## src/verilog/psf_pkg.sv

```systemverilog
// Package for the power stage event flag block: register map, field
// positions and reset values shared by the design and its bench.
// Assumes a 32-bit APB bus with byte addresses and one word per register.
package psf_pkg;

    localparam int unsigned PSF_UNITS = 3;
    localparam int unsigned PSF_ADDR_W = 8;

    // Register byte addresses
    localparam logic [7:0] PSF_ADDR_MATRIX = 8'h00;
    localparam logic [7:0] PSF_ADDR_MASK0 = 8'h04;
    localparam logic [7:0] PSF_ADDR_MASK1 = 8'h08;
    localparam logic [7:0] PSF_ADDR_MASK2 = 8'h0C;
    localparam logic [7:0] PSF_ADDR_FLAGS0 = 8'h10;
    localparam logic [7:0] PSF_ADDR_FLAGS1 = 8'h14;
    localparam logic [7:0] PSF_ADDR_FLAGS2 = 8'h18;
    localparam logic [7:0] PSF_ADDR_CTRL = 8'h1C;

    // Flag register fields; the mask register uses the same positions
    localparam int unsigned PSF_BIT_ACT_B = 7;
    localparam int unsigned PSF_BIT_ACT_A = 6;
    localparam int unsigned PSF_BIT_SYNC = 5;
    localparam int unsigned PSF_BIT_EV_B = 4;
    localparam int unsigned PSF_BIT_EV_A = 3;
    localparam int unsigned PSF_BIT_RAMP_HI = 2;
    localparam int unsigned PSF_BIT_RAMP_LO = 1;
    localparam int unsigned PSF_BIT_EOC = 0;

    // Bits that software clears by writing one
    localparam logic [7:0] PSF_FLAGS_W1C = 8'hF9;
    // Writable bits of the mask registers
    localparam logic [7:0] PSF_MASK_RW = 8'h39;

    // Matrix fields: output B levels in the upper nibble, output A lower
    localparam int unsigned PSF_MATRIX_B_LSB = 4;
    localparam int unsigned PSF_MATRIX_A_LSB = 0;

    // Control register: run bits, autorun bits, effective run state (RO)
    localparam int unsigned PSF_CTRL_RUN_LSB = 0;
    localparam int unsigned PSF_CTRL_AUTO_LSB = 3;
    localparam int unsigned PSF_CTRL_ACTIVE_LSB = 6;
    localparam logic [5:0] PSF_CTRL_RW = 6'h3F;

    // Reset values
    localparam logic [7:0] PSF_MATRIX_RESET = 8'h00;
    localparam logic [7:0] PSF_MASK_RESET = 8'h00;
    localparam logic [7:0] PSF_FLAGS_RESET = 8'h00;
    localparam logic [5:0] PSF_CTRL_RESET = 6'h00;

endpackage : psf_pkg

```

## src/verilog/psf_event_flags.sv

```systemverilog
// Status and interrupt flag logic for three power stage controllers, plus
// the ramp output matrix of the third controller, behind an APB slave.
// Assumes event, cycle, update, ramp and waveform inputs come from the
// waveform generators on pclk; they are used without synchronisers.
//
// Our own choices: the APB slave port and the register addresses.

module psf_event_flags
    import psf_pkg::*;
(
    input wire logic pclk,
    input wire logic presetn,
    input wire logic psel,
    input wire logic penable,
    input wire logic pwrite,
    input wire logic [psf_pkg::PSF_ADDR_W-1:0] paddr,
    input wire logic [31:0] pwdata,
    input wire logic [3:0] pstrb,
    output logic [31:0] prdata,
    output logic pready,
    output logic pslverr,
    input wire logic [psf_pkg::PSF_UNITS-1:0] wave_out_0,
    input wire logic [psf_pkg::PSF_UNITS-1:0] wave_out_1,
    input wire logic [psf_pkg::PSF_UNITS-1:0] event_a,
    input wire logic [psf_pkg::PSF_UNITS-1:0] event_b,
    input wire logic [psf_pkg::PSF_UNITS-1:0] end_cycle,
    input wire logic [psf_pkg::PSF_UNITS-1:0] update,
    input wire logic [1:0] ramp_num_0,
    input wire logic [1:0] ramp_num_1,
    input wire logic [1:0] ramp_num_2,
    output logic [psf_pkg::PSF_UNITS-1:0] unit_run,
    output logic [psf_pkg::PSF_UNITS-1:0] irq,
    output logic wave_out_a_primary,
    output logic wave_out_a_secondary,
    output logic wave_out_b_primary,
    output logic wave_out_b_secondary
);
    import psf_pkg::*;

    logic [7:0] output_ramp_matrix;
    logic [7:0] irq_mask [PSF_UNITS];
    logic [7:0] irq_flags [PSF_UNITS];
    logic [PSF_UNITS-1:0] run_bit;
    logic [PSF_UNITS-1:0] autorun_select;
    logic [PSF_UNITS-1:0] prev_out_0;
    logic [PSF_UNITS-1:0] prev_out_1;
    logic [1:0] ramp_num [PSF_UNITS];
    logic [PSF_UNITS-1:0] sync_mismatch;
    logic wr_access;
    logic rd_setup;
    logic addr_hit;
    logic [PSF_UNITS-1:0] wr_mask;
    logic [PSF_UNITS-1:0] wr_flags;
    logic wr_matrix;
    logic wr_ctrl;
    logic [31:0] next_prdata;

    assign ramp_num[0] = ramp_num_0;
    assign ramp_num[1] = ramp_num_1;
    assign ramp_num[2] = ramp_num_2;

    // Zero wait states: every access completes in its first access cycle
    assign pready = 1'b1;
    assign wr_access = psel && penable && pwrite;
    assign rd_setup = psel && !penable && !pwrite;

    // Only byte lane 0 carries writable register bits, so only it gates writes
    assign wr_matrix = wr_access && pstrb[0] && (paddr == PSF_ADDR_MATRIX);
    assign wr_ctrl = wr_access && pstrb[0] && (paddr == PSF_ADDR_CTRL);
    assign wr_mask[0] = wr_access && pstrb[0] && (paddr == PSF_ADDR_MASK0);
    assign wr_mask[1] = wr_access && pstrb[0] && (paddr == PSF_ADDR_MASK1);
    assign wr_mask[2] = wr_access && pstrb[0] && (paddr == PSF_ADDR_MASK2);
    assign wr_flags[0] = wr_access && pstrb[0] && (paddr == PSF_ADDR_FLAGS0);
    assign wr_flags[1] = wr_access && pstrb[0] && (paddr == PSF_ADDR_FLAGS1);
    assign wr_flags[2] = wr_access && pstrb[0] && (paddr == PSF_ADDR_FLAGS2);

    always_comb
    begin
        addr_hit = 1'b1;
        next_prdata = 32'h0000_0000;
        case (paddr)
            PSF_ADDR_MATRIX: next_prdata[7:0] = output_ramp_matrix;
            PSF_ADDR_MASK0: next_prdata[7:0] = irq_mask[0];
            PSF_ADDR_MASK1: next_prdata[7:0] = irq_mask[1];
            PSF_ADDR_MASK2: next_prdata[7:0] = irq_mask[2];
            PSF_ADDR_FLAGS0: next_prdata[7:0] = irq_flags[0];
            PSF_ADDR_FLAGS1: next_prdata[7:0] = irq_flags[1];
            PSF_ADDR_FLAGS2: next_prdata[7:0] = irq_flags[2];
            PSF_ADDR_CTRL: next_prdata[8:0] = {unit_run, autorun_select,
                                               run_bit};
            default: addr_hit = 1'b0;
        endcase
    end

    // Read data is captured at the end of the setup cycle, so it comes
    // from a flip-flop and still stands with pready in the access cycle.
    always_ff @(posedge pclk or negedge presetn)
    begin
        if (!presetn)
        begin
            prdata <= 32'h0000_0000;
        end
        else
        begin
            prdata <= rd_setup ? next_prdata : 32'h0000_0000;
        end
    end

    assign pslverr = psel && penable && !addr_hit;

    always_ff @(posedge pclk or negedge presetn)
    begin
        if (!presetn)
        begin
            output_ramp_matrix <= PSF_MATRIX_RESET;
        end
        else if (wr_matrix)
        begin
            output_ramp_matrix <= pwdata[7:0];
        end
    end

    always_ff @(posedge pclk or negedge presetn)
    begin
        if (!presetn)
        begin
            run_bit <= PSF_CTRL_RESET[2:0];
            autorun_select <= PSF_CTRL_RESET[5:3];
        end
        else if (wr_ctrl)
        begin
            run_bit <= pwdata[PSF_CTRL_RUN_LSB +: PSF_UNITS];
            autorun_select <= pwdata[PSF_CTRL_AUTO_LSB +: PSF_UNITS];
        end
    end

    // Matrix lookup on the third unit's ramp; registered so the pins never
    // glitch while the ramp number changes.
    always_ff @(posedge pclk or negedge presetn)
    begin
        if (!presetn)
        begin
            wave_out_a_primary <= 1'b0;
            wave_out_a_secondary <= 1'b0;
            wave_out_b_primary <= 1'b0;
            wave_out_b_secondary <= 1'b0;
        end
        else
        begin
            wave_out_b_primary <=
                output_ramp_matrix[PSF_MATRIX_B_LSB + ramp_num_2];
            wave_out_b_secondary <=
                output_ramp_matrix[PSF_MATRIX_B_LSB + ramp_num_2];
            wave_out_a_primary <=
                output_ramp_matrix[PSF_MATRIX_A_LSB + ramp_num_2];
            wave_out_a_secondary <=
                output_ramp_matrix[PSF_MATRIX_A_LSB + ramp_num_2];
        end
    end

    always_ff @(posedge pclk or negedge presetn)
    begin
        if (!presetn)
        begin
            prev_out_0 <= '0;
            prev_out_1 <= '0;
        end
        else
        begin
            prev_out_0 <= wave_out_0;
            prev_out_1 <= wave_out_1;
        end
    end

    genvar u;
    generate
        for (u = 0; u < PSF_UNITS; u++)
        begin : g_unit
            localparam int unsigned PREV = (u + PSF_UNITS - 1) % PSF_UNITS;
            logic [7:0] set_bits;
            logic [7:0] clr_bits;
            logic any_event;
            logic chain_run;
            logic chain_link;

            // autorun follows predecessor
            // Walking the run bits, not unit_run, starts a whole chain on one
            // edge without a combinational loop around the ring.
            always_comb
            begin
                chain_run = run_bit[u];
                chain_link = autorun_select[u];
                for (int k = 1; k < PSF_UNITS; k++)
                begin
                    chain_run = chain_run || (chain_link &&
                        run_bit[(u + PSF_UNITS - k) % PSF_UNITS]);
                    chain_link = chain_link &&
                        autorun_select[(u + PSF_UNITS - k) % PSF_UNITS];
                end
            end

            always_ff @(posedge pclk or negedge presetn)
            begin
                if (!presetn)
                begin
                    unit_run[u] <= 1'b0;
                end
                else
                begin
                    unit_run[u] <= chain_run;
                end
            end

            assign sync_mismatch[u] = autorun_select[u] && unit_run[u] &&
                ((end_cycle[u] != end_cycle[PREV]) ||
                 (update[u] != update[PREV]));

            assign any_event = event_a[u] || event_b[u];

            always_comb
            begin
                set_bits = 8'h00;
                set_bits[PSF_BIT_ACT_B] = wave_out_1[u] != prev_out_1[u];
                set_bits[PSF_BIT_ACT_A] = wave_out_0[u] != prev_out_0[u];
                set_bits[PSF_BIT_SYNC] = sync_mismatch[u];
                set_bits[PSF_BIT_EV_B] = event_b[u];
                set_bits[PSF_BIT_EV_A] = event_a[u];
                set_bits[PSF_BIT_EOC] = end_cycle[u];
            end

            assign clr_bits = wr_flags[u] ? (pwdata[7:0] & PSF_FLAGS_W1C)
                                          : 8'h00;

            // A hardware set in the clearing cycle wins over the clear.
            always_ff @(posedge pclk or negedge presetn)
            begin
                if (!presetn)
                begin
                    irq_flags[u] <= PSF_FLAGS_RESET;
                end
                else
                begin
                    irq_flags[u][7:3] <= (irq_flags[u][7:3] & ~clr_bits[7:3])
                                         | set_bits[7:3];
                    irq_flags[u][0] <= (irq_flags[u][0] & ~clr_bits[0])
                                       | set_bits[0];
                    if (any_event)
                    begin
                        irq_flags[u][PSF_BIT_RAMP_HI:PSF_BIT_RAMP_LO] <=
                            ramp_num[u];
                    end
                end
            end

            always_ff @(posedge pclk or negedge presetn)
            begin
                if (!presetn)
                begin
                    irq_mask[u] <= PSF_MASK_RESET;
                end
                else if (wr_mask[u])
                begin
                    irq_mask[u] <= pwdata[7:0] & PSF_MASK_RW;
                end
            end

            assign irq[u] = |(irq_flags[u] & irq_mask[u] & PSF_MASK_RW);

            a_eoc_flag_set: assert property (
                @(posedge pclk) disable iff (!presetn)
                end_cycle[u] |=> irq_flags[u][PSF_BIT_EOC])
            else $error("end of cycle flag not set");

            a_act_b_edge: assert property (
                @(posedge pclk) disable iff (!presetn)
                (wave_out_1[u] != $past(wave_out_1[u]))
                |=> irq_flags[u][PSF_BIT_ACT_B])
            else $error("output B activity flag missed");

            a_act_a_edge: assert property (
                @(posedge pclk) disable iff (!presetn)
                $changed(wave_out_0[u]) |=> irq_flags[u][PSF_BIT_ACT_A])
            else $error("output A activity flag missed");

            a_event_b_flag: assert property (
                @(posedge pclk) disable iff (!presetn)
                event_b[u] && irq_mask[u][PSF_BIT_EV_B] == 1'b0
                |=> irq_flags[u][PSF_BIT_EV_B])
            else $error("event B flag not set while disabled");

            a_event_a_irq: assert property (
                @(posedge pclk) disable iff (!presetn)
                event_a[u] && irq_mask[u][PSF_BIT_EV_A] && !wr_mask[u]
                |=> irq[u])
            else $error("event A did not raise interrupt");

            a_eoc_irq: assert property (
                @(posedge pclk) disable iff (!presetn)
                end_cycle[u] && irq_mask[u][PSF_BIT_EOC] && !wr_mask[u]
                |=> irq[u])
            else $error("end of cycle did not raise interrupt");

            a_ramp_latch: assert property (
                @(posedge pclk) disable iff (!presetn)
                (event_a[u] || event_b[u])
                |=> irq_flags[u][2:1] == $past(ramp_num[u]))
            else $error("ramp number not latched");

            a_w1c_clear: assert property (
                @(posedge pclk) disable iff (!presetn)
                wr_flags[u] && pwdata[PSF_BIT_EOC] && !end_cycle[u]
                |=> !irq_flags[u][PSF_BIT_EOC])
            else $error("end of cycle flag not cleared");

            a_w1c_keep: assert property (
                @(posedge pclk) disable iff (!presetn)
                wr_flags[u] && !pwdata[PSF_BIT_SYNC]
                && irq_flags[u][PSF_BIT_SYNC]
                |=> irq_flags[u][PSF_BIT_SYNC])
            else $error("sync flag lost on zero write");

            a_sync_err: assert property (
                @(posedge pclk) disable iff (!presetn)
                autorun_select[u] && unit_run[u]
                && (end_cycle[u] != end_cycle[PREV])
                |=> irq_flags[u][PSF_BIT_SYNC])
            else $error("sync error not flagged");

            a_sync_irq: assert property (
                @(posedge pclk) disable iff (!presetn)
                irq_flags[u][PSF_BIT_SYNC] && irq_mask[u][PSF_BIT_SYNC]
                |-> irq[u])
            else $error("sync error interrupt missing");

            a_irq_quiet: assert property (
                @(posedge pclk) disable iff (!presetn)
                wr_flags[u] && ((pwdata[7:0] & irq_mask[u]) == irq_mask[u])
                && !any_event && !end_cycle[u] && !sync_mismatch[u]
                |=> !irq[u])
            else $error("interrupt held after full clear");

            a_autorun_start: assert property (
                @(posedge pclk) disable iff (!presetn)
                $past(autorun_select[u]) && unit_run[PREV] |-> unit_run[u])
            else $error("autorun unit did not start with predecessor");
        end
    endgenerate

    a_matrix_b: assert property (
        @(posedge pclk) disable iff (!presetn)
        !wr_matrix |=> wave_out_b_primary ==
            $past(output_ramp_matrix[PSF_MATRIX_B_LSB + ramp_num_2]))
    else $error("output B not from matrix");

    a_matrix_a: assert property (
        @(posedge pclk) disable iff (!presetn)
        !wr_matrix |=> wave_out_a_secondary ==
            $past(output_ramp_matrix[PSF_MATRIX_A_LSB + ramp_num_2]))
    else $error("output A not from matrix");

endmodule : psf_event_flags

```

## config.mk

```make
export PLATFORM = sky130hd
export DESIGN_NAME = psf_event_flags
export DESIGN_NICKNAME = d
export VERILOG_FILES = /design/src/verilog/psf_pkg.sv /design/src/verilog/psf_event_flags.sv
export SDC_FILE = /design/constraint.sdc
export NUM_CORES = 1
export LEC_CHECK = 0
export ABC_AREA = 1
export BUFFER_PORTS_ARGS = -buffer_cell sky130_fd_sc_hd__buf_2
export CAP_MARGIN = 0
export CORE_MARGIN = 2
export CORE_UTILIZATION = 55
export CTS_CLUSTER_SIZE = 30
export DETAILED_ROUTE_END_ITERATION = 8
export PLACE_DENSITY = 0.82
export SYNTH_ARGS = -nofsm -noshare
export SYNTH_HDL_FRONTEND = slang
export SYNTH_SLANG_ARGS = --single-unit
```

## constraint.sdc

```tcl
create_clock -name pclk -period 2.2 [get_ports pclk]
set_input_delay 0.11 -clock pclk [delete_from_list [all_inputs] [get_ports pclk]]
set_output_delay 0.11 -clock pclk [all_outputs]
set_load 0.005 [all_outputs]
```

Word level (Yosys, flattened, before mapping)
Index checks and enable logic that the tools add are counted.
{"block": "totals", "ff_bits": 70, "output_inout_bits": 44}
{"block": "op_classes", "addsub": 1, "magnitude_cmp": 2, "eq_ne": 19, "muxes": 11, "n_bitwise": 21, "reduce_logical": 49}
{"operator": "$pmux 8 s8", "count": 1}
{"operator": "$eq 8x5->1 const B", "count": 4}
{"operator": "$logic_and 1x1->1", "count": 29}
{"operator": "$mux 8", "count": 3}
{"operator": "$and 6x6->6", "count": 3}
{"operator": "$eq 8x4->1 const B", "count": 2}
{"operator": "$and 5x5->5", "count": 3}
{"operator": "$not 5->5", "count": 3}
{"operator": "$or 5x5->5", "count": 3}
{"operator": "$logic_or 1x1->1", "count": 12}
{"operator": "$ne 1x1->1", "count": 12}
{"operator": "$reduce_or 4->1", "count": 3}
{"operator": "$mux 9", "count": 1}
{"operator": "$eq 8x3->1 const B", "count": 1}
{"operator": "$logic_not 8->1", "count": 1}
{"operator": "$reduce_or 8->1", "count": 1}
{"operator": "$add 3x2->4 const A", "count": 1}
{"operator": "$lt 2x4->1 const B", "count": 1}
{"operator": "$lt 4x4->1 const B", "count": 1}
{"operator": "$mux 1", "count": 4}
{"operator": "$and 1x1->1", "count": 3}
{"operator": "$bmux 1 s3", "count": 1}
{"operator": "$logic_not 1->1", "count": 3}
{"operator": "$not 1->1", "count": 3}
{"operator": "2 further kinds", "count": 4}

Depth between registers and ports, before layout
{"block": "logic_depth", "word_depth": 8, "ltp_mapped": 9, "depth_no_buf": 9}

Worst setup path before layout
Ideal clock, no wire load.
{"block": "synth_path", "path_type": "input port to flip-flop", "startpoint": "input port paddr[7] in the netlist's numbering", "endpoint": "register output_ramp_matrix[5]", "setup_time_ns": 0.122, "arrival_time_ns": 0.903, "required_ns": 2.078, "slack_ns": 1.175, "path_stages": 7, "path_buffers": 1, "path_cell_list": "nor2_1 nand3_1 nor2_8 nand2_4 buf_6 nand2_1 o21ai_2"}
{"block": "synth_between", "elab_chain_cells": 2}
{"item": "start, declared", "line_no": "psf_event_flags.sv:16", "source": "input wire logic [psf_pkg::PSF_ADDR_W-1:0] paddr,"}
{"item": "$logic_not 8->1", "line_no": "psf_event_flags.sv:68", "source": "assign wr_matrix = wr_access && pstrb[0] && (paddr == PSF_ADDR_MATRIX);"}
{"item": "$logic_and 1x1->1", "line_no": "psf_event_flags.sv:68"}
{"item": "end signal, assigned", "line_no": "psf_event_flags.sv:119", "source": "output_ramp_matrix <= pwdata[7:0];"}
{"item": "end, declared", "line_no": "psf_event_flags.sv:40", "source": "logic [7:0] output_ramp_matrix;"}
No other way between the ends.
A chain may end at the register's enable or synchronous reset.

Worst setup path in the final report
{"block": "layout_path", "startpoint": "register irq_mask[21] in the netlist's numbering", "endpoint": "output port irq[0] in the netlist's numbering"}
{"block": "layout_between", "elab_chain_cells": 2}
{"item": "start, declared", "line_no": "psf_event_flags.sv:41", "source": "logic [7:0] irq_mask [PSF_UNITS];"}
{"item": "start signal, assigned by index", "line_no": "psf_event_flags.sv:263", "source": "irq_mask[u] <= pwdata[7:0] & PSF_MASK_RW;"}
{"item": "$and 6x6->6", "line_no": "psf_event_flags.sv:267", "source": "assign irq[u] = |(irq_flags[u] & irq_mask[u] & PSF_MASK_RW);"}
{"item": "$reduce_or 4->1", "line_no": "psf_event_flags.sv:267"}
{"item": "end, declared", "line_no": "psf_event_flags.sv:32", "source": "output logic [psf_pkg::PSF_UNITS-1:0] irq,"}
No other way between the ends.

==> results.sh <==
export IMPL_drv_slew=0
export IMPL_die_area_sq_um=7530
export IMPL_detail_route_antenna_nets=0
export IMPL_outcome="complete, but fails checks"
export IMPL_yosysSeqAreaShare_pct=46.5
export IMPL_postRouteWirelength_microns=8860
export IMPL_crit_arrival_ps=1300
export IMPL_clk_pin_slew_worst_paths_ps=80
export IMPL_period_needed_ps=1410
export IMPL_grt_max_degree=71
export IMPL_nets=580
export IMPL_hold_class="in -> async"
export IMPL_cap_viol_max_count=0
export IMPL_ys_ff_latch=70
export IMPL_fin_cells=592
export IMPL_viasPerCell=5.44
export IMPL_synth_edff_count=0
export IMPL_yosysUniqueCellTypes=30
export IMPL_violations="negative hold slack"
export IMPL_synth_top_area_share_pct=46.5
export IMPL_port_buffers=65
export IMPL_cts_max_level=3
export IMPL_final_util_pct=64.4
export IMPL_post_route_drc_count=0
export IMPL_ys_warn_count=0
export IMPL_drt_iter0_drc=285
export IMPL_vias=3222
export IMPL_ys_flop_type="dfrtp_1"
export IMPL_cts_resized=0
export IMPL_p_leak_nw=2.26
export IMPL_required_ps=2090
export IMPL_yosys_top_cells_area="dfrtp_1 (47%), nand2_1 (8.9%), nand3_1 (5.7%)"
export IMPL_grt_pass1_wl_microns=14300
export IMPL_firstDrtPassIters=5
export IMPL_hold_viol_final=25
export IMPL_die_x_microns=86.8
export IMPL_max_slew_margin_pct=39.8
export IMPL_period_share_pct=64.1
export IMPL_cts_setup_buffers=0
export IMPL_crit_reg2reg_capture="prdata[4]"
export IMPL_antenna_found_initial=0
export IMPL_fp_dieH_microns=86.8
export IMPL_worstMarginPinSlew_ps=903
export IMPL_grt_usage_pct=25.0
export IMPL_synth_largest_area_cell="dfrtp_1"
export IMPL_cts_buffer_depth=2
export IMPL_hpwl_microns=6220
export IMPL_holdBufCountCts=15
export IMPL_fp_row_count=30
export IMPL_syn2layout_area_growth_pct=15.0
export IMPL_synth_area_sq_um=3770
export IMPL_wl_per_cell_microns=15.0
export IMPL_synth_area_per_cell_sq_um=8.84
export IMPL_synthArstFlopShare_pct=100
export IMPL_synth_top_cells_by_count="nand2_1 (89), dfrtp_1 (70), nand3_1 (43)"
export IMPL_fmax_mhz=709
export IMPL_initial_core_util_pct=56.1
export IMPL_powerDensity_nw_per_um2=571
export IMPL_end_kind="primary output"
export IMPL_grt_pass1_vias=3005
export IMPL_critical_path_class="reg -> out"
export IMPL_reg2reg_from="autorun_select[1]"
export IMPL_drive_above_1_share_pct=25.8
export IMPL_r2r_slack_ps=1250
export IMPL_diodes=0
export IMPL_setup_viol=0
export IMPL_whs_ps=-38.3
export IMPL_dp_cells=561
export IMPL_ff2ff_path_depth=4
export IMPL_clk_insertion_delay_late_ps=340
export IMPL_critPathLaunchType="register"
export IMPL_synthCells=426
export IMPL_cts_root_buf="clkbuf_8"
export IMPL_vdd_drop_max_uv=452
export IMPL_grt_overflow_total=0
export IMPL_tritoncts="built"
export IMPL_cts_buffers=9
export IMPL_synth_most_common_cell="nand2_1"
export IMPL_finClkSkew_ps=10.9
export IMPL_tns_ps=0
export IMPL_core_area_sq_um=6720
export IMPL_cp_max_fo=3
export IMPL_top_level_ports=117
export IMPL_fill_cells=579
export IMPL_rsz0062_at_grt="false"
export IMPL_gp_congestion=0.867
export IMPL_clock_sinks=70
[through the flow]
| step | setup WS, ps | area, sq um | power [mW] | hold slack [ps] |
|---|---|---|---|---|
| 6_report | 789 | 4330 | 2.47 | -38.3 |
| 2_1_floorplan | 1170 | 3850 | 1.49 | -186 |
| 4_1_cts | 806 | 4330 | 2.48 | 1.08 |
| 3_3_place_gp | 734 | 4010 | 1.56 | 244 |
| 3_5_place_dp | 694 | 4010 | 1.56 | 247 |
| 5_1_grt | 676 | 4330 | 2.57 | 15.1 |
[cells by family (layout without fill, tap and decap cells)]
| family | Yosys count | count (layout) | synth area share [%] |
|---|---|---|---|
| AOI/OAI and AO/OA | 64 | 64 | 10.6 |
| muxes | 4 | 4 | 1.20 |
| xor gates and xnor gates | 12 | 12 | 2.79 |
| buffers and inverters | 69 | 133 | 10.9 |
| and+or+nand+nor | 205 | 205 | 27.8 |
| DFF | 70 | 70 | 46.5 |
| other | 2 | 24 | 0.199 |
[layer usage]
| layer | GRT usage (%) | wire (microns) | vias up |
|---|---|---|---|
| met5 | 0 | 0 | - |
| met4 | 11.4 | 210 | 0 |
| met3 | 4.10 | 765 | 20 |
| met2 | 40.7 | 4250 | 197 |
| met1 | 32.8 | 3630 | 1518 |
| li1 | - | - | 1487 |
[worst max-delay path: stages (launching register included)]
cell and delay, ps:
dfrtp_1 410, nand2_1 70, o21ai_0 70, a21oi_1 140
o21ai_0 130, buf_2 140
[worst max-delay path by stage]
stage | start | to
final | irq_mask[21] | irq[0]
after global routing | irq_flags[21] | irq[0]
after CTS | irq_flags[21] | irq[0]
after detailed placement | paddr[5] | irq_flags[4]
after global placement | paddr[5] | irq_flags[4]
after floorplan | paddr[7] | output_ramp_matrix[5]
[where the power goes]
| part | switching, mW | internal [mW] |
|---|---|---|
| Combinational | 0.146 | 0.0913 |
| Clock | 0.477 | 0.435 |
| Sequential | 0.0139 | 1.31 |
[layout by cell type, fill, tap and decap left out, types with 8 or more instances in the layout]
cell	count
clkbuf_8	10
dlygate4sd3_1	15
dfrtp_1	70
buf_2	65
nor2_1	33
inv_1	32
conb_1	24
nand3_1	43
o21ai_2	14
nand2_1	89
nor2_4	8
o21ai_0	25
nand2_2	10
a21oi_1	13
[sequential cells by signal (all words and copies together), names as in the netlist]
register	flops
irq_flags	24
run_bit	3
prev_out_0	3
irq_mask	12
autorun_select	3
wave_out_a_secondary	1
prev_out_1	3
prdata	9
unit_run	3
wave_out_b_secondary	1
output_ramp_matrix	8
[cell type report]
type	instances	area [sq um]	share of cell area [%]
tap	80	100	2.31
multi-input combinational	309	1690	39.0
sequential	70	1750	40.5
clock buffer	12	145	3.35
clock inverter	4	22.5	0.520
inverter	36	139	3.21
timing repair buffer	81	483	11.2
No activity file was read; power rests on OpenSTA's default activity.
